===== src/core/tss_defs.vh =====
/*
 Constants for the transient step trigger sequencer: register offsets,
 field positions, reset values and timing.
 Assumes inclusion by bare name from core/ sources.
*/
`ifndef TSS_DEFS_VH
`define TSS_DEFS_VH

// ==========================================================
// Register offsets (byte addresses)
`define TSS_OFF_CTRL 8'h00
`define TSS_OFF_CMD 8'h04
`define TSS_OFF_IMM_V 8'h08
`define TSS_OFF_IMM_I 8'h0c
`define TSS_OFF_TRG_V 8'h10
`define TSS_OFF_TRG_I 8'h14
`define TSS_OFF_OPER_COND 8'h18
`define TSS_OFF_IRQ_STAT 8'h1c
`define TSS_OFF_IRQ_EN 8'h20
`define TSS_OFF_IRQ_CLR 8'h24

// ==========================================================
// Field positions
`define TSS_CTRL_VMODE_BIT 0
`define TSS_CTRL_IMODE_BIT 1
`define TSS_CMD_INIT_BIT 0
`define TSS_CMD_ABORT_BIT 1
`define TSS_CMD_TRIG_BIT 2
`define TSS_CMD_STRG_BIT 3
`define TSS_CMD_GET_BIT 4
`define TSS_COND_WTG_BIT 4
`define TSS_COND_ACTIVE_BIT 6
`define TSS_IRQ_READY_BIT 0
`define TSS_IRQ_STEP_BIT 1
`define TSS_IRQ_DROP_BIT 2
`define TSS_IRQ_ABORT_BIT 3

// ==========================================================
// Reset values
`define TSS_RST_LEVEL 16'h0000
`define TSS_RST_CTRL 2'h0
`define TSS_RST_IRQ 4'h0

// ==========================================================
// Timing
`define TSS_CLK_HZ 10000000
`define TSS_READY_US 3000
`define TSS_READY_CYC ((`TSS_READY_US * (`TSS_CLK_HZ / 1000000)))

`endif


===== src/core/tss_sequencer.v =====
/*
 Transient step trigger sequencer: AXI4-Lite register slave, arming,
 readiness delay, step trigger and status flags.
 Assumes a single 10 MHz clock; host keeps AXI4-Lite handshake rules.
*/
// The register offsets and the AXI4-Lite slave port were decided locally.
`timescale 1ns/1ps
`default_nettype none
`include "tss_defs.vh"

// Operation
// - No output change on trigger for an output not in step mode
// - Accepted trigger in step mode copies triggered level to immediate level
// - Fixed mode ignores triggers; immediate levels remain unchanged
// - Separate programmable triggered voltage and triggered current levels
// - Sequencer idles after reset and discards all triggers there
// - Initiate command arms sequencer, leaving idle to accept triggers
// - Triggers during the readiness interval after initiate are discarded
// - Waiting-for-trigger flag at condition bit 4 when ready
// - Trigger sources: transient trigger, common trigger, group execute
// - Abort command returns sequencer to idle without stepping
// - After applying step, sequencer returns to idle automatically
// - Transient-active flag at condition bit 6 while transient incomplete
// - At most one step per arming
module tss_sequencer #(
  parameter LEVEL_W = 16,
  parameter READY_CYCLES = `TSS_READY_CYC
) (
  input wire CLK,
  input wire NRST,
  input wire [7:0] S_AXI_AWADDR,
  input wire S_AXI_AWVALID,
  output reg S_AXI_AWREADY,
  input wire [31:0] S_AXI_WDATA,
  input wire [3:0] S_AXI_WSTRB,
  input wire S_AXI_WVALID,
  output reg S_AXI_WREADY,
  output reg [1:0] S_AXI_BRESP,
  output reg S_AXI_BVALID,
  input wire S_AXI_BREADY,
  input wire [7:0] S_AXI_ARADDR,
  input wire S_AXI_ARVALID,
  output reg S_AXI_ARREADY,
  output reg [31:0] S_AXI_RDATA,
  output reg [1:0] S_AXI_RRESP,
  output reg S_AXI_RVALID,
  input wire S_AXI_RREADY,
  output reg [LEVEL_W-1:0] IMM_VOLTAGE,
  output reg [LEVEL_W-1:0] IMM_CURRENT,
  output reg WAITING_FOR_TRIGGER_FLAG,
  output reg TRANSIENT_ACTIVE_FLAG,
  output reg IRQ
);

  // ==========================================================
  // States
  localparam [3:0] ST_IDLE = 4'b0001;
  localparam [3:0] ST_ARMING = 4'b0010;
  localparam [3:0] ST_WAIT = 4'b0100;
  localparam [3:0] ST_APPLY = 4'b1000;

  reg [3:0] state_q;
  reg [31:0] ready_cnt_q;
  reg [1:0] ctrl_q;
  reg [LEVEL_W-1:0] trg_v_q;
  reg [LEVEL_W-1:0] trg_i_q;
  reg [3:0] irq_stat_q;
  reg [3:0] irq_en_q;

  // ==========================================================
  // Write channel: address and data may come in either order
  reg aw_held_q;
  reg w_held_q;
  reg [7:0] aw_addr_q;
  reg [31:0] w_data_q;
  reg [3:0] w_strb_q;
  wire aw_take = S_AXI_AWVALID && S_AXI_AWREADY;
  wire w_take = S_AXI_WVALID && S_AXI_WREADY;
  wire [7:0] wr_addr = aw_take ? S_AXI_AWADDR : aw_addr_q;
  wire [31:0] wr_data = w_take ? S_AXI_WDATA : w_data_q;
  wire [3:0] wr_strb = w_take ? S_AXI_WSTRB : w_strb_q;
  wire wr_fire = (aw_take || aw_held_q) && (w_take || w_held_q) && !S_AXI_BVALID;
  wire wr_hit = wr_fire && (wr_addr[1:0] == 2'h0);
  wire lo_en = wr_strb[0];

  // Writable offsets only; status is read-only, so a write there errors
  reg wr_dec_ok;
  always @* begin
    case (wr_addr)
      `TSS_OFF_CTRL, `TSS_OFF_CMD, `TSS_OFF_IMM_V, `TSS_OFF_IMM_I,
      `TSS_OFF_TRG_V, `TSS_OFF_TRG_I, `TSS_OFF_IRQ_EN, `TSS_OFF_IRQ_CLR: wr_dec_ok = 1'b1;
      default: wr_dec_ok = 1'b0;
    endcase
  end

  // ==========================================================
  // One write strobe per register; control bits live in byte 0
  wire wr_ctrl = wr_hit && (wr_addr == `TSS_OFF_CTRL) && lo_en;
  wire wr_cmd = wr_hit && (wr_addr == `TSS_OFF_CMD) && lo_en;
  wire wr_imm_v = wr_hit && (wr_addr == `TSS_OFF_IMM_V);
  wire wr_imm_i = wr_hit && (wr_addr == `TSS_OFF_IMM_I);
  wire wr_trg_v = wr_hit && (wr_addr == `TSS_OFF_TRG_V);
  wire wr_trg_i = wr_hit && (wr_addr == `TSS_OFF_TRG_I);
  wire wr_irq_en = wr_hit && (wr_addr == `TSS_OFF_IRQ_EN) && lo_en;
  wire wr_irq_clr = wr_hit && (wr_addr == `TSS_OFF_IRQ_CLR) && lo_en;

  // Ready is withheld while a response is pending
  always @(posedge CLK or negedge NRST) begin
    if (!NRST) begin
      aw_held_q <= 1'b0;
      w_held_q <= 1'b0;
      aw_addr_q <= 8'h00;
      w_data_q <= 32'h00000000;
      w_strb_q <= 4'h0;
      S_AXI_AWREADY <= 1'b0;
      S_AXI_WREADY <= 1'b0;
      S_AXI_BVALID <= 1'b0;
      S_AXI_BRESP <= 2'h0;
    end else begin
      S_AXI_AWREADY <= !aw_held_q && !aw_take && !S_AXI_BVALID && !wr_fire;
      S_AXI_WREADY <= !w_held_q && !w_take && !S_AXI_BVALID && !wr_fire;
      if (wr_fire) begin
        aw_held_q <= 1'b0;
        w_held_q <= 1'b0;
        S_AXI_BVALID <= 1'b1;
        S_AXI_BRESP <= wr_dec_ok ? 2'h0 : 2'h2;
      end else begin
        if (aw_take) begin
          aw_held_q <= 1'b1;
          aw_addr_q <= S_AXI_AWADDR;
        end
        if (w_take) begin
          w_held_q <= 1'b1;
          w_data_q <= S_AXI_WDATA;
          w_strb_q <= S_AXI_WSTRB;
        end
        if (S_AXI_BVALID && S_AXI_BREADY) begin
          S_AXI_BVALID <= 1'b0;
        end
      end
    end
  end

  // Byte-lane merge; lanes above the level width are dropped
  function [LEVEL_W-1:0] merge;
    input [LEVEL_W-1:0] old;
    input [31:0] data;
    input [3:0] strb;
    reg [31:0] tmp;
    integer b;
    begin
      tmp = 32'h00000000;
      tmp[LEVEL_W-1:0] = old;
      for (b = 0; b < 4; b = b + 1) begin
        if (strb[b]) begin
          tmp[b*8 +: 8] = data[b*8 +: 8];
        end
      end
      merge = tmp[LEVEL_W-1:0];
    end
  endfunction

  // ==========================================================
  // Command strobes, one cycle each
  wire cmd_init = wr_cmd && wr_data[`TSS_CMD_INIT_BIT];
  wire cmd_abort = wr_cmd && wr_data[`TSS_CMD_ABORT_BIT];
  // Three trigger sources, all equivalent
  wire src_tran = wr_cmd && wr_data[`TSS_CMD_TRIG_BIT];
  wire src_common = wr_cmd && wr_data[`TSS_CMD_STRG_BIT];
  wire src_group = wr_cmd && wr_data[`TSS_CMD_GET_BIT];
  wire cmd_trig = src_tran || src_common || src_group;
  // Abort outranks a trigger in the same write
  wire trig_ok = (state_q == ST_WAIT) && cmd_trig && !cmd_abort;
  // Triggers outside the waiting state are dropped
  wire trig_drop = cmd_trig && !trig_ok;

  // ==========================================================
  // Sequencer
  // Initiate while armed is ignored; only abort leaves early
  reg [3:0] state_d;
  always @* begin
    state_d = state_q;
    case (state_q)
      ST_IDLE: begin
        if (cmd_init && !cmd_abort) state_d = ST_ARMING;
      end
      ST_ARMING: begin
        if (cmd_abort) state_d = ST_IDLE;
        else if (ready_cnt_q >= READY_CYCLES - 1) state_d = ST_WAIT;
      end
      ST_WAIT: begin
        if (cmd_abort) state_d = ST_IDLE;
        else if (trig_ok) state_d = ST_APPLY;
      end
      ST_APPLY: state_d = ST_IDLE;
      default: state_d = ST_IDLE;
    endcase
  end

  always @(posedge CLK or negedge NRST) begin
    if (!NRST) begin
      state_q <= ST_IDLE;
    end else begin
      state_q <= state_d;
    end
  end

  // ==========================================================
  // Readiness counter: 32 bits so a long interval cannot wrap
  always @(posedge CLK or negedge NRST) begin
    if (!NRST) begin
      ready_cnt_q <= 32'h00000000;
    end else if (state_q == ST_ARMING) begin
      ready_cnt_q <= ready_cnt_q + 32'h00000001;
    end else begin
      ready_cnt_q <= 32'h00000000;
    end
  end

  // ==========================================================
  // Levels and mode registers
  always @(posedge CLK or negedge NRST) begin
    if (!NRST) begin
      ctrl_q <= `TSS_RST_CTRL;
      trg_v_q <= `TSS_RST_LEVEL;
      trg_i_q <= `TSS_RST_LEVEL;
      irq_en_q <= `TSS_RST_IRQ;
    end else begin
      if (wr_ctrl) ctrl_q <= wr_data[1:0];
      if (wr_trg_v) trg_v_q <= merge(trg_v_q, wr_data, wr_strb);
      if (wr_trg_i) trg_i_q <= merge(trg_i_q, wr_data, wr_strb);
      if (wr_irq_en) irq_en_q <= wr_data[3:0];
    end
  end

  // ==========================================================
  // Immediate setpoints; a step outranks a host write in the same cycle
  wire step_v = (state_q == ST_APPLY) && ctrl_q[`TSS_CTRL_VMODE_BIT];
  wire step_i = (state_q == ST_APPLY) && ctrl_q[`TSS_CTRL_IMODE_BIT];

  always @(posedge CLK or negedge NRST) begin
    if (!NRST) begin
      IMM_VOLTAGE <= `TSS_RST_LEVEL;
      IMM_CURRENT <= `TSS_RST_LEVEL;
    end else begin
      // Fixed-mode outputs keep their level through a step
      if (step_v) begin
        IMM_VOLTAGE <= trg_v_q;
      end else if (wr_imm_v) begin
        IMM_VOLTAGE <= merge(IMM_VOLTAGE, wr_data, wr_strb);
      end
      if (step_i) begin
        IMM_CURRENT <= trg_i_q;
      end else if (wr_imm_i) begin
        IMM_CURRENT <= merge(IMM_CURRENT, wr_data, wr_strb);
      end
    end
  end

  // ==========================================================
  // Status flags and interrupts
  wire ev_ready = (state_q == ST_ARMING) && (state_d == ST_WAIT);
  wire ev_step = (state_q == ST_APPLY);
  wire ev_abort = cmd_abort && (state_q != ST_IDLE);
  wire [3:0] irq_set;
  wire [3:0] irq_clr = wr_irq_clr ? wr_data[3:0] : 4'h0;
  wire [3:0] irq_stat_d;
  assign irq_set[`TSS_IRQ_READY_BIT] = ev_ready;
  assign irq_set[`TSS_IRQ_STEP_BIT] = ev_step;
  assign irq_set[`TSS_IRQ_DROP_BIT] = trig_drop;
  assign irq_set[`TSS_IRQ_ABORT_BIT] = ev_abort;

  // Sticky bits: an event outranks a clear in the same cycle
  genvar g;
  generate
    for (g = 0; g < 4; g = g + 1) begin : g_stat
      assign irq_stat_d[g] = irq_set[g] | (irq_stat_q[g] & ~irq_clr[g]);
    end
  endgenerate

  always @(posedge CLK or negedge NRST) begin
    if (!NRST) begin
      irq_stat_q <= `TSS_RST_IRQ;
      WAITING_FOR_TRIGGER_FLAG <= 1'b0;
      TRANSIENT_ACTIVE_FLAG <= 1'b0;
      IRQ <= 1'b0;
    end else begin
      // Set wins over a clear in the same cycle
      irq_stat_q <= irq_stat_d;
      WAITING_FOR_TRIGGER_FLAG <= (state_d == ST_WAIT);
      TRANSIENT_ACTIVE_FLAG <= (state_d != ST_IDLE);
      IRQ <= |(irq_stat_d & irq_en_q);
    end
  end

  // ==========================================================
  // Read channel
  reg [31:0] rd_val;
  reg rd_ok;
  always @* begin
    rd_val = 32'h00000000;
    rd_ok = 1'b1;
    case (S_AXI_ARADDR)
      `TSS_OFF_CTRL: rd_val[1:0] = ctrl_q;
      `TSS_OFF_CMD: rd_val = 32'h00000000;
      `TSS_OFF_IMM_V: rd_val[LEVEL_W-1:0] = IMM_VOLTAGE;
      `TSS_OFF_IMM_I: rd_val[LEVEL_W-1:0] = IMM_CURRENT;
      `TSS_OFF_TRG_V: rd_val[LEVEL_W-1:0] = trg_v_q;
      `TSS_OFF_TRG_I: rd_val[LEVEL_W-1:0] = trg_i_q;
      `TSS_OFF_OPER_COND: begin
        rd_val[`TSS_COND_WTG_BIT] = WAITING_FOR_TRIGGER_FLAG;
        rd_val[`TSS_COND_ACTIVE_BIT] = TRANSIENT_ACTIVE_FLAG;
      end
      `TSS_OFF_IRQ_STAT: rd_val[3:0] = irq_stat_q;
      `TSS_OFF_IRQ_EN: rd_val[3:0] = irq_en_q;
      `TSS_OFF_IRQ_CLR: rd_val = 32'h00000000;
      default: rd_ok = 1'b0;
    endcase
  end

  // Data latched at the address take; it stands until taken
  always @(posedge CLK or negedge NRST) begin
    if (!NRST) begin
      S_AXI_ARREADY <= 1'b0;
      S_AXI_RVALID <= 1'b0;
      S_AXI_RDATA <= 32'h00000000;
      S_AXI_RRESP <= 2'h0;
    end else begin
      S_AXI_ARREADY <= !S_AXI_RVALID && !(S_AXI_ARVALID && S_AXI_ARREADY);
      if (S_AXI_ARVALID && S_AXI_ARREADY) begin
        S_AXI_RVALID <= 1'b1;
        S_AXI_RDATA <= rd_val;
        S_AXI_RRESP <= rd_ok ? 2'h0 : 2'h2;
      end else if (S_AXI_RVALID && S_AXI_RREADY) begin
        S_AXI_RVALID <= 1'b0;
      end
    end
  end

endmodule
`default_nettype wire


===== config.mk =====
export PLATFORM = sky130hd
export DESIGN_NAME = tss_sequencer
export DESIGN_NICKNAME = d
export VERILOG_FILES = /design/src/core/tss_sequencer.v
export VERILOG_INCLUDE_DIRS = /design/src /design/src/core
export SDC_FILE = /design/constraint.sdc
export NUM_CORES = 1
export LEC_CHECK = 0
export ABC_AREA = 1
export BUFFER_PORTS_ARGS = -buffer_cell sky130_fd_sc_hd__buf_4
export CAP_MARGIN = 10
export CORE_UTILIZATION = 40
export DETAILED_ROUTE_END_ITERATION = 10
export GPL_ROUTABILITY_DRIVEN = 0
export PLACE_DENSITY = 0.61
export SYNTH_ARGS = -nofsm -noshare
export SYNTH_HDL_FRONTEND = slang
export SYNTH_SLANG_ARGS = --single-unit

===== constraint.sdc =====
create_clock -name CLK -period 1.7 [get_ports CLK]
set_input_delay 0.255 -clock CLK [delete_from_list [all_inputs] [get_ports CLK]]
set_output_delay 0.255 -clock CLK [all_outputs]
set_load 0.1 [all_outputs]

Word level (Yosys, flattened, before mapping)
Index checks and enable logic that the tools add are counted.

word-level totals
  bits in registers = 166
  latch bits = 0
  memory bits (writable) = 0
  ROM bits = 0
  input port bits = 59
  output and inout port bits = 76
  logic and storage cells = 180
  memories kept = 0

operators by class
  add/sub/neg operators = 1
  multipliers = 0
  div/mod/pow operators = 0
  $lt $le $gt $ge = 1
  equal/unequal tests = 23
  shift operators = 0
  multiplexer cells = 35
  bitwise logic cells = 13
  reductions and logical operators = 78

operator list
  kind                   number
  $mux 16                5
  $eq 8x5->1 const B     6
  $logic_and 1x1->1      40
  $pmux 9 s4             1
  $add 32x1->32 const B  1
  $eq 8x4->1 const B     4
  $eq 8x6->1 const B     4
  $ge 32x15->1 const B   1
  $mux 32                1
  $mux 4                 6
  $mux 8                 3
  $reduce_bool 2->1      10
  $eq 8x3->1 const B     2
  $logic_not 8->1        2
  $reduce_and 2->1       8
  $pmux 2 s7             1
  $pmux 2 s6             1
  $pmux 4 s3             1
  $logic_not 1->1        10
  $mux 1                 10
  $pmux 1 s5             2
  $reduce_or 10->1       1
  $eq 4x3->1 const B     2
  $ne 4x1->1 const B     2
  13 further kinds       27

Depth between registers and ports, before layout
Gate-level depths: netlist (run 1).

  depth in word-level cells = 20
  gate-level depth with buffers = 15
  mapped depth without buffers = 13

Least setup slack after synthesis (run 1)
No wires, ideal clock.

  kind = register -> register
  start point = reg S_AXI_AWREADY
  end point = reg IMM_VOLTAGE[6]
  library setup time = 0.123 ns
  arrival = 2.467 ns
  data required time = 1.577 ns
  setup slack = -0.891 ns
  cell stages (with the launch flop) = 13
  buffers on the path = 3
  clock period less this slack = 2.591 ns
  cell sequence = dfrtp_1 -> buf_4 -> nand2_4 -> buf_6 -> nand2_2 -> nand2_2 -> nor2_8 -> nand2_4 -> o31ai_4 -> o21ai_2 -> buf_6 -> nand2_1 -> o21ai_2

between the ends
  longest elaborated chain between the ends = 8
  elaborated cells on any way between the ends = 11
  those cells by class = 1 x eq/ne; 1 x mux; 9 x reduce/logical

RTL lines
  what                                            line                 text
  start, declared                                 tss_sequencer.v:33   output reg S_AXI_AWREADY,
  start signal, assigned                          tss_sequencer.v:120  S_AXI_AWREADY <= !aw_held_q && !aw_take && !S_AXI_BVALID && !wr_fire;
  $logic_and 1x1->1 *                             tss_sequencer.v:77   wire aw_take = S_AXI_AWVALID && S_AXI_AWREADY;
  branches (longest 4 deep; another with $mux 8)  n/a
  $logic_and 1x1->1 *                             tss_sequencer.v:100  wire wr_imm_v = wr_hit && (wr_addr == `TSS_OFF_IMM_V);
  $reduce_bool 2->1 (no source line) *            n/a
  $reduce_and 2->1 (no source line) *             n/a
  end signal, assigned                            tss_sequencer.v:243  IMM_VOLTAGE <= `TSS_RST_LEVEL;
  end signal, assigned                            tss_sequencer.v:248  IMM_VOLTAGE <= trg_v_q;
  end signal, assigned                            tss_sequencer.v:250  IMM_VOLTAGE <= merge(IMM_VOLTAGE, wr_data, wr_strb);
  end, declared                                   tss_sequencer.v:48   output reg [LEVEL_W-1:0] IMM_VOLTAGE,

Mark *: on every way between the ends.
A chain may end at the register's enable or synchronous reset.

Final worst setup path (run 1)
  start point = reg S_AXI_AWREADY
  end point = reg IRQ

between the ends
  elaborated cells on any way between the ends = 49
  those cells by class = 3 x eq/ne; 7 x mux; 13 x bitwise; 26 x reduce/logical

RTL lines
  what                                            line                 text
  $logic_and 1x1->1 *                             tss_sequencer.v:77
  branches (longest 9 deep; another with $mux 8)  n/a
  $or 1x1->1 *                                    tss_sequencer.v:277  assign irq_stat_d[g] = irq_set[g] | (irq_stat_q[g] & ~irq_clr[g]);
  named net irq_stat_d[3]                         tss_sequencer.v:267  wire [3:0] irq_stat_d;
  $and 4x4->4 *                                   tss_sequencer.v:292  IRQ <= |(irq_stat_d & irq_en_q);
  $reduce_or 4->1 *                               tss_sequencer.v:292
  end signal, assigned                            tss_sequencer.v:292
  end, declared                                   tss_sequencer.v:52   output reg IRQ

Mark *: on every way through the listed nets, which the timed path passes.

==> results of run 1 <==
[cells in the mapped netlist (all sizes together)]
cell type and number:
xnor2 1, o211ai 1, nor3 27, or2 7, dfrtp 163, dfstp 1, o21a 9, a21oi 20
clkinv 3, nor4 5, nor3b 2, a41oi 2, o22a 1, o2111ai 8, nand2 327, nor2 89
clkbuf 21, conb 1, o31ai 3, a211oi 3, o21bai 1, a31oi 8, mux2i 3, ha 1
xor2 11, nand4 18, buf 32, o21ai 150, inv 94, nand3 62, nand3b 1
[power groups by stage]
stage / Clock (uW) / Combinational (uW) / Sequential (uW)
2_1_floorplan: 0 / 2780 / 5660
3_3_place_gp: 0 / 5440 / 4790
3_5_place_dp: 0 / 5510 / 4810
4_1_cts: 4200 / 5820 / 4740
5_1_grt: 4340 / 6640 / 4830
6_report: 4130 / 6130 / 4770
[metrics by stage]
stage | util [%] | cell area [um2] | worst slack, ps
floorplan | - | 8880 | -452.1
global placement | 50.45 | 10670 | -233.2
detailed placement | 50.45 | 10670 | -271.7
CTS | 55.37 | 11710 | -264.1
global route | 57.65 | 12200 | -389.2
finish | 57.65 | 12200 | -259.3
[logic make-up (layout without fill, tap and decap cells)]
family	after synthesis	count (layout)
mux	3	3
compound gates	206	206
other cells	1	18
fa+ha+maj	1	1
buf+inv	150	375
xor+xnor	12	12
simple gates	538	542
flops	164	164
[flip-flops by register name, summed over array words and instances (netlist names), 2 cells and up]
| signal | flops |
|---|---|
| ready_cnt_q | 32 |
| IMM_CURRENT | 16 |
| IMM_VOLTAGE | 16 |
| S_AXI_RDATA | 16 |
| trg_i_q | 16 |
| trg_v_q | 16 |
| w_data_q | 16 |
| aw_addr_q | 8 |
| irq_en_q | 4 |
| irq_stat_q | 4 |
| state_q | 4 |
| ctrl_q | 2 |
| w_strb_q | 2 |
[area by class of cell]
cell class                 instances  area (um2)
timing repair buffer             246        2145
inverter                          97       377.9
multi-input combinational        782        4588
clock inverter                    11       172.7
fill                            1921        8959
sequential                       164        4118
clock buffer                      21       450.4
tap                              275       344.1
[critical path: stages (launching register included)]
cell and delay, ps:
dfrtp_4 460, nand2_4 80, buf_6 120, nand2_4 60
nand2_4 60, nor2_8 110, buf_12 130, nand2_8 70
nor2_4 210, nand3_1 130, nand2_1 80, nand2_1 60
nand2_1 60, nand2_1 50, nor2_1 90, nand2_1 60
[layer usage]
layer / vias to the layer above / share of wire [%] / track usage, %
li1: 3985 / - / -
met1: 3883 / 46 / 31.79
met2: 244 / 48 / 37.30
met3: 19 / 4.9 / 4.006
met4: 0 / 1.0 / 5.051
met5: - / 0 / 0
[path summary, 6_finish.rpt]
| kind | cells past startpoint | to | startpoint |
|---|---|---|---|
| worst max-delay path | 15 | IRQ$_DFF_PN0_ | S_AXI_AWREADY$_DFF_PN0_ |
| worst min-delay path | 3 | aw_addr_q[7]$_DFFE_PN0N_ | S_AXI_AWADDR[7] |
| worst max register to register | 15 | IRQ$_DFF_PN0_ | S_AXI_AWREADY$_DFF_PN0_ |
| worst min register to register | 1 | S_AXI_ARREADY$_DFF_PN0_ | S_AXI_RVALID$_DFFE_PN0P_ |
| max in group asynchronous | 3 | w_data_q[0]$_DFFE_PN0N_ | NRST |
| min in group asynchronous | 2 | IMM_CURRENT[0]$_DFFE_PN0P_ | NRST |
[cell usage in the layout (no fill, tap or decap), types with 6 or more instances in the layout]
cell         n
or2_2        7
buf_6       10
o21ai_0     71
o21a_1       9
dfrtp_1    157
inv_1       85
nor2_2       9
nand2_4     21
nand4_1     16
nor3_4       6
conb_1      18
nand2_2     70
xor2_1      11
nor3_1      16
o2111ai_1    8
o21ai_2     50
a31oi_1      8
nand2_1    235
a21oi_1     20
nand3_2      9
nand3_1     50
buf_12      18
nor2_1      67
buf_4      213
clkbuf_16   17
nor2_4      11
o21ai_1     28
[timing repair]
| action | in CTS | in global routing |
|---|---|---|
| gates cloned | 3 | 2 |
| hold buffers | 3 | 0 |
| resized for setup | 58 | 108 |
| setup buffers | 12 | 12 |
| endpoints found under the setup margin | 91 | 131 |
| endpoints found under the hold margin | 119 | 0 |
| pin swaps | 23 | 36 |
==> impl_results.md, run 1 <==
- Cells after DPL: ~1500
- Via count: ~8000
- Antenna Nets Post-Route: 0
- Syn_area_per_cell: 8.078 um2
- Worst Hold Class: input pin to flip-flop
- Crit Path Class: flip-flop to flip-flop
- TritonCTS clock tree: yes
- Final Cycle Share: 115.3%
- GRT Total Usage: 22.92%
- Final hold slack: 144.3 ps
- Failing checks: negative setup slack
- Worst-Skew Late Latency: about 430 ps
- Pleak: 0.005880 uW
- Layout area overhead: 40.45%
- Mux share of post-synthesis cell area: 0.3458%
- Post-Syn Area: 8683 um2
- Clock Path Buffers: 2
- Largest family of logic cells by synthesized area: simple AND/OR/NAND/NOR gates
- Starting density of the core: between 40% and 50%
- Clock Pin Slew Worst Setup and Hold Paths: around 60 ps
- Switching pwr: between 5000 and 6000 uW
- Worst Setup Start Kind: flip-flop
- Clock group share of total power: between 20% and 30%
- Antenna Cells: 0
- CTS sink count: ~160
- Die W: approximately 150 um
- Post-route setup slack: -259.3 ps
- Core Area: roughly 21000 um2
- Max-Cap Viols: 0
- Sequential Power Share: between 30% and 40%
- Drt pass-1 iters: 7
- CP max FO: 6
- Status: finished, violations left
- CP Capture Type: flip-flop
- Final nets: 1368
- WL/cell: ~16 um
- Synth Area in XOR/XNOR: 1.210%
- Layout cells sized above 1: between 30 and 40%
- Yosys warns: 0
- Register area share after synthesis: a little under half
- Vias in the first global route: around 7500
- Critical Path RT: between 2000 and 2500 ps
- Non-filler cells, final: 1596
- Synth Area in Simple Gates: between 20% and 30%
- Detail-routed via count per cell: a little over 5
- Setup TNS: -15440 ps
- Seq cells post-synth: roughly 160
- Fmax: approximately 0.51 GHz
- Initial antenna violation count: 0
- Iter 0 DRT Violations: 466
- IO Port Bufs: about 100
- Top cell type by total area after synthesis: dfrtp_1
- DRC Markers: 0
- Die Y: 149.3 um
- RSZ-0062 raised after global routing: true
- Power Density: approximately 1200 nW/um2
- Die area: 22300 um2
- Crit path DAT: 2270 ps
- Syn Inst Count: between 1000 and 1500
- Sw Share: around 39%
- CTS buffer count: 17
- Number of library cell types mapped by synthesis: 48
- Final setup violation count: 83
- Compound-Gate Fraction of Synth Area: around 15%
- Internal power: 9110 uW
- First-pass GRT wire length: between 30 and 40 mm
- H-tree depth: 4
- Ranking of synthesized cells by area: dfrtp_1 (47%), nand2_1 (13%), o21ai_2 (4.7%), o21ai_0 (4.7%), inv_1 (4.0%)
- IR drop worst, VDD: 0.0009428 V
- Io pins: around 140
- FP Rows: 53
- Max-slew violation count: 0
- Post-synth top area share: between 40% and 50%
- Reg2reg setup slack: -260 ps
- Clock skew: approximately 10 ps
- Hpwl dp: roughly 18 mm
- Synth Area in Adders: less than 1%
- Largest net degree at the start of global routing: 50
- Clk root buf: clkbuf_16
- Period minus WS final: approximately 2000 ps
- Final WL: approximately 25 mm
- Final Hold Vio Count: 0
- GRT overflow: 0
- Total power draw: 15040 uW
- Gate power share: around two fifths
No activity file was read; power rests on OpenSTA's default activity.
==> inputs of run 2 (changes only) <==
--- a/config.mk
+++ b/config.mk
@@ -9,10 +9,11 @@
 export ABC_AREA = 1
 export BUFFER_PORTS_ARGS = -buffer_cell sky130_fd_sc_hd__buf_4
 export CAP_MARGIN = 10
-export CORE_UTILIZATION = 40
+export CORE_UTILIZATION = 52
 export DETAILED_ROUTE_END_ITERATION = 10
 export GPL_ROUTABILITY_DRIVEN = 0
-export PLACE_DENSITY = 0.61
+export PLACE_DENSITY = 0.76
+export SETUP_SLACK_MARGIN = 0.2
 export SYNTH_ARGS = -nofsm -noshare
 export SYNTH_HDL_FRONTEND = slang
 export SYNTH_SLANG_ARGS = --single-unit
==> constraint.sdc (replaced) <==
create_clock -name CLK -period 1.7 [get_ports CLK]
set_input_delay 0.51 -clock CLK [delete_from_list [all_inputs] [get_ports CLK]]
set_output_delay 0.51 -clock CLK [all_outputs]
set_load 0.1 [all_outputs]
==> impl_results.md, run 2 (synthesis results as in run 1) <==
- Fmax: 0.4225 GHz (-17%)
- Total power draw: 17950 uW (+19%)
- Failing checks: negative setup slack
- Largest net degree at the start of global routing: 48 (-4.0%)
- Reg2reg setup slack: -670 ps (-410 ps)
- CP max FO: 16 (+10)
- Die W: 131.2 um (-12%)
- IO Port Bufs: 98 (unchanged)
- Hold Path Origin: S_AXI_BREADY
- Final Cell Area: 14560 um2 (+19%)
- R2R Path End: IMM_CURRENT[5]$_DFFE_PN0P_
- Final Hold Vio Count: 0 (unchanged)
- Max reg flops: 32 (unchanged)
- Iter 0 DRT Violations: 2240 (+380%)
- Crit Path Class: flip-flop to flip-flop
- GRT overflow: 0 (unchanged)
- CP Capture Type: flip-flop
- Die Y: 131.2 um (-12%)
- CP cell instances: nand2_4 -> buf_8 -> nand2_4 -> nand2_4 -> nor2_4 -> buf_6 -> nand2_8 -> inv_6 -> nand4_4 -> o21ai_4 -> nand2_2 -> buf_12 -> nand2_2 -> o21ai_2
- Antenna Nets Post-Route: 0 (unchanged)
- # fillers: 529 (-72%)
- Most numerous cell on the critical path: nand2_4
- H-tree depth: 4 (unchanged)
- Via count: 11284 (+39%)
- Rel. slew slack: ~66%
- Period minus WS final: 2367 ps (+407.7 ps)
- Final WL: 45.46 mm (+80%)
- GRT Total Usage: 34.91% (+12 points)
- Hold path cells: 2 (-1)
- Io pins: 135 (unchanged)
- Slew at the pin closest to its max-slew limit: around 510 ps
- Starting density of the core: 53.88% (+13 points)
- Layout area overhead: 67.62%
- Met1 WL: 14.06 mm (+21%)
- Max-Cap Viols: 0 (unchanged)
- Critical Path RT: 2020 ps (about the same)
- Commonest cells after routing, fill and taps aside: nand2_1 (214), buf_4 (209), dfrtp_1 (133)
- Power Density: 1233 nW/um2 (about the same)
- Pleak: 0.007032 uW (+20%)
- Worst path slowest cell: dfrtp_4
- Worst Reg-to-Reg Cells: 14 (-1)
- Switching pwr: 7849 uW (+32%)
- Initial antenna violation count: 2 (+2)
- Die area: 17220 um2 (-23%)
- CTS buffer count: 17 (unchanged)
- Worst Setup Start Kind: flip-flop
- Met2 routed WL: 19.46 mm (+60%)
- RSZ-0062 raised after global routing: true
- IR drop worst, VDD: 0.0009289 V (-1.5%)
- Vias in the first global route: 9205 (+22%)
- Detail-routed via count per cell: 6.906 (+36%)
- Drt pass-1 iters: 8 (+1)
- DRC Markers: 0 (unchanged)
- Gate power share: 49.8% (+9.0 points)
- WL/cell: 27.82 um (+76%)
- Sw Share: 43.73% (+4.3 points)
- Final setup violation count: 125 (+51%)
- TritonCTS clock tree: yes
- Max stage delay on crit path: 480 ps (+20 ps)
- Buf+Inv Stages, Crit Path: 4 (+2)
- Clock group share of total power: 22.1% (-5.4 points)
- Worst Hold Class: input pin to flip-flop
- Sequential Power Share: 28.1% (-3.6 points)
- Core Area: 16120 um2 (-24%)
- Final Cycle Share: 139.2% (+24 points)
- CTS sink count: 164 (unchanged)
- Layout cells sized above 1: 50.49% (+13 points)
- Final nets: 1466 (+7.2%)
- FP Rows: 46 (-13%)
- Post-route setup slack: -667.0 ps (-407.7 ps)
- First-pass GRT wire length: 47.24 mm (+20%)
- Biggest register: ready_cnt_q
- Internal power: 10100 uW (+11%)
- Most common cell after layout, fill and taps aside: nand2_1
- Routed wl met3: 6.583 mm (+430%)
- Hold worst-path end: S_AXI_BVALID$_DFFE_PN0P_
- Crit path DAT: 2680 ps (+410 ps)
- Reg2reg start: S_AXI_AWREADY$_DFF_PN0_
- Max Used Layer: met5
- Status: finished, violations left
- Clock skew: 12.64 ps (+2.681 ps)
- Antenna Cells: 0 (unchanged)
- Clk root buf: clkbuf_16
- Hpwl dp: 16.81 mm (-4.2%)
- Cell family with most CP delay: simple AND/OR/NAND/NOR gates
- DP Area: 10720 um2 (+0.43%)
- Clock Path Buffers: 2 (unchanged)
- Clock Pin Slew Worst Setup and Hold Paths: 70 ps (about the same)
- Worst-Skew Late Latency: 450 ps (+20 ps)
- Max-slew violation count: 0 (unchanged)
[run 2: metal layers]
layer	vias to the layer above	global-route usage [%]
met3	588	7.407
met2	1397	59.57
met5	-	0
met4	2	18.89
met1	5121	41.10
li1	4176	-
[run 2: final cells by class]
| type | count | area [um2] | share of cell area [%] |
|---|---|---|---|
| clock buffers | 19 | 442.9 | 3.043 |
| clock inverters | 12 | 132.6 | 0.9112 |
| inverters | 97 | 447.9 | 3.077 |
| multi-input cells | 782 | 5185 | 35.62 |
| flip-flops and latches | 164 | 4148 | 28.50 |
| well taps | 216 | 270.3 | 1.857 |
| repair buffers | 344 | 3929 | 26.99 |
[run 2: power by group through the flow]
stage                     Combinational (uW)  Sequential, uW  Clock (uW)
after global routing                    9100            5050        4070
after CTS                               6980            4810        3810
after detailed placement                5420            4810           0
after floorplan                         2840            5660           0
final                                   8940            5040        3970
after global placement                  5290            4790           0
[run 2: how the worst max path moves through the flow]
stage                            startpoint                    endpoint  slack, ps  cells after the start
finish              S_AXI_AWREADY$_DFF_PN0_  IMM_CURRENT[5]$_DFFE_PN0P_       -670                     14
global route        S_AXI_AWREADY$_DFF_PN0_  IMM_CURRENT[0]$_DFFE_PN0P_       -690                     11
CTS                 S_AXI_AWREADY$_DFF_PN0_     trg_v_q[11]$_DFFE_PN0P_       -280                     12
detailed placement            S_AXI_AWVALID               IRQ$_DFF_PN0_       -510                     15
global placement              S_AXI_AWVALID               IRQ$_DFF_PN0_       -420                     15
floorplan           S_AXI_AWREADY$_DFF_PN0_     trg_i_q[10]$_DFFE_PN0P_       -450                     14
[run 2: per-stage QoR]
step           utilization [%]  std cells  setup TNS, ps  hold slack (ps)  worst slack, ps
2_1_floorplan                -       1092         -29560            214.4           -452.1
3_3_place_gp             66.51       1468         -35350            423.1           -422.8
3_5_place_dp             66.51       1468         -40240            423.2           -509.2
4_1_cts                  78.33       1559         -17450            238.0           -284.9
5_1_grt                  90.32       1634         -45760            232.2           -691.4
6_report                 90.32       1634         -42780            235.5           -667.0
[run 2: repair_timing]
| item | 4_1_cts | 5_1_grt |
|---|---|---|
| endpoints found under the hold margin | 25 | 0 |
| hold buffers | 1 | 0 |
| pin swaps | 50 | 59 |
| gates cloned | 9 | 5 |
| endpoints found under the setup margin | 193 | 210 |
| setup buffers | 50 | 70 |
| gates resized for setup | 216 | 342 |
==> inputs of run 3 (changes only) <==
--- a/config.mk
+++ b/config.mk
@@ -9,10 +9,10 @@
 export ABC_AREA = 1
 export BUFFER_PORTS_ARGS = -buffer_cell sky130_fd_sc_hd__buf_4
 export CAP_MARGIN = 10
-export CORE_UTILIZATION = 52
+export CORE_UTILIZATION = 55
 export DETAILED_ROUTE_END_ITERATION = 10
 export GPL_ROUTABILITY_DRIVEN = 0
-export PLACE_DENSITY = 0.76
+export PLACE_DENSITY = 0.77
 export SETUP_SLACK_MARGIN = 0.2
 export SYNTH_ARGS = -nofsm -noshare
 export SYNTH_HDL_FRONTEND = slang
==> constraint.sdc (replaced) <==
create_clock -name CLK -period 2.95 [get_ports CLK]
set_input_delay 0.885 -clock CLK [delete_from_list [all_inputs] [get_ports CLK]]
set_output_delay 0.885 -clock CLK [all_outputs]
set_load 0.1 [all_outputs]
==> impl_results.md, run 3 (synthesis results as in run 1) <==
- CP Capture Type: flip-flop
- Clk root buf: clkbuf_16
- Sequential Power Share: 35.9% (+7.8 points)
- Worst path slowest cell: o21ai_2
- Max stage delay on crit path: 710 ps (+230 ps)
- Period minus WS final: approximately 2300 ps
- Worst Setup Start Kind: input pin
- Gate power share: 34.6% (-15 points)
- WL/cell: 14.98 um (-46%)
- Slew at the pin closest to its max-slew limit: 889.3 ps (+381.4 ps)
- Max-Cap Viols: 0 (unchanged)
- DRC Markers: 0 (unchanged)
- Max-slew violation count: 0 (unchanged)
- RSZ-0062 raised after global routing: false
- Starting density of the core: 56.70% (+2.8 points)
- R2R Path End: IMM_VOLTAGE[8]$_DFFE_PN0P_
- Layout area overhead: 17.74%
- Vias in the first global route: 6986 (-24%)
- Clock Path Buffers: 2 (unchanged)
- Critical Path RT: 3300 ps (+1280 ps)
- Final WL: 21.07 mm (-54%)
- Hold-fix buffers, CTS: 0 (-1)
- GRT Total Usage: 27.78% (-7.1 points)
- FP Rows: 45 (-2.2%)
- Final Cell Area: 10220 um2 (-30%)
- Clock Pin Slew Worst Setup and Hold Paths: 60 ps (about the same)
- Most common cell after layout, fill and taps aside: nand2_1
- DP Area: 9628 um2 (-10%)
- Final setup violation count: 0 (-100%)
- CTS sink count: 164 (unchanged)
- Final hold slack: 423.6 ps (+188.1 ps)
- Worst Reg-to-Reg Cells: 9 (-5)
- Status: finished, final reports clean
- CTS buffer count: 17 (unchanged)
- Largest net degree at the start of global routing: 58 (+21%)
- Drt pass-1 iters: 6 (-2)
- Power Density: 743.7 nW/um2 (-40%)
- IR drop worst, VDD: 0.0004951 V (-47%)
- IO Port Bufs: 98 (unchanged)
- Antenna Cells: 0 (unchanged)
- Io pins: 135 (unchanged)
- Pleak: 0.005006 uW (-29%)
- Clock group share of total power: 29.6% (+7.5 points)
- Biggest register: ready_cnt_q
- Setup TNS: 0 ps (+42780 ps)
- Clock skew: 10.45 ps (-2.194 ps)
- Worst-Skew Late Latency: 440 ps (about the same)
- Internal power: 4564 uW (-55%)
- Crit Path Class: input pin to flip-flop
- Die W: 127.7 um (-2.7%)
- H-tree depth: 4 (unchanged)
- Final Util: 66.76% (-24 points)
- Final Hold Vio Count: 0 (unchanged)
- Initial antenna violation count: 0 (-2)
- CP max FO: 16 (unchanged)
- CP cell instances: buf_4 -> nand2_1 -> inv_1 -> or2_2 -> o21ai_2 -> inv_1 -> o21ai_2 -> nand2_1 -> o21ai_2
- Antenna Nets Post-Route: 0 (unchanged)
- Commonest cells after routing, fill and taps aside: nand2_1 (311), dfrtp_1 (163), buf_4 (121)
- Via count: 7560 (-33%)
- Most numerous cell on the critical path: o21ai_2
- First-pass GRT wire length: 35.13 mm (-26%)
- Final nets: 1242 (-15%)
- Crit path DAT: 2670 ps (about the same)
- Setup bufs post-CTS: 0 (-100%)
- Reg2reg start: S_AXI_AWREADY$_DFF_PN0_
- Worst Hold Class: input pin to asynchronous set/reset pin
- TritonCTS clock tree: yes
- Final Cycle Share: slightly below 80%
- Die Y: 127.7 um (-2.7%)
- Core Area: 15310 um2 (-5.0%)
- Sw Share: 39.97% (-3.8 points)
- GRT overflow: 0 (unchanged)
- Iter 0 DRT Violations: 691 (-69%)
- Detail-routed via count per cell: 5.377 (-22%)
- Switching pwr: 3039 uW (-61%)
- Buf+Inv Stages, Crit Path: 3 (-1)
- Rel. slew slack: 40.71% (-25 points)
- Max reg flops: 32 (unchanged)
- Fmax: 0.4321 GHz
- Layout cells sized above 1: 20.50% (-30 points)
- Die area: 16290 um2 (-5.4%)
- Reg2reg setup slack: 640 ps (+1300 ps)
- Post-cts resize count: 0 (-100%)
- Cell family with most CP delay: compound AO/OA/AOI/OAI gates
- Hpwl dp: 14.87 mm (-12%)
## run 3: worst max-delay path by stage
stage	startpoint	endpoint	slack, ps	cells past startpoint
after floorplan	S_AXI_AWREADY$_DFF_PN0_	IMM_VOLTAGE[6]$_DFFE_PN0P_	360	12
after global placement	S_AXI_WVALID	IMM_VOLTAGE[14]$_DFFE_PN0P_	220	9
after detailed placement	S_AXI_WVALID	IMM_VOLTAGE[9]$_DFFE_PN0P_	200	9
after CTS	S_AXI_AWREADY$_DFF_PN0_	IMM_VOLTAGE[3]$_DFFE_PN0P_	640	9
after global routing	S_AXI_AWREADY$_DFF_PN0_	trg_v_q[6]$_DFFE_PN0P_	440	11
final	S_AXI_WVALID	IMM_VOLTAGE[8]$_DFFE_PN0P_	640	9
## run 3: stage by stage
stage,total power [uW],setup slack (ps),cells
5_1_grt,7999,437.1,1406
4_1_cts,7619,640.8,1406
3_3_place_gp,5316,219.6,1374
6_report,7603,635.9,1406
2_1_floorplan,4755,359.1,1092
3_5_place_dp,5379,201.5,1374
## run 3: area by class of cell
| type | instances | area (um2) |
|---|---|---|
| fill | 1271 | 5091 |
| sequential | 164 | 4105 |
| multi-input combinational | 778 | 3933 |
| timing repair buffer | 124 | 959.7 |
| clock buffer | 21 | 470.5 |
| inverter | 97 | 366.6 |
| tap | 211 | 264.0 |
| clock inverter | 11 | 125.1 |
## run 3: worst register-to-register path: stages (launching register included)
cell	delay (ps)
dfrtp_1	550
nand2_4	200
nand2_1	120
nand2_1	130
nor2_8	200
nand3_1	170
o31ai_4	260
o21ai_2	300
nand2_1	160
o21ai_2	60
## run 3: layer usage
layer  global-route usage, %  part of all wire [%]  routed length, um
met1                   37.86                    45               9401
met2                   45.58                    48              10030
met3                   4.257                   5.7               1209
met4                   9.481                   2.0                430
met5                       0                     0                  0
## run 3: power by group through the flow
| stage | Combinational (uW) | Clock [uW] | Sequential, uW |
|---|---|---|---|
| 3_5_place_dp | 2620 | 0 | 2760 |
| 5_1_grt | 2870 | 2370 | 2760 |
| 3_3_place_gp | 2570 | 0 | 2750 |
| 2_1_floorplan | 1510 | 0 | 3250 |
| 6_report | 2630 | 2250 | 2730 |
| 4_1_cts | 2640 | 2260 | 2720 |
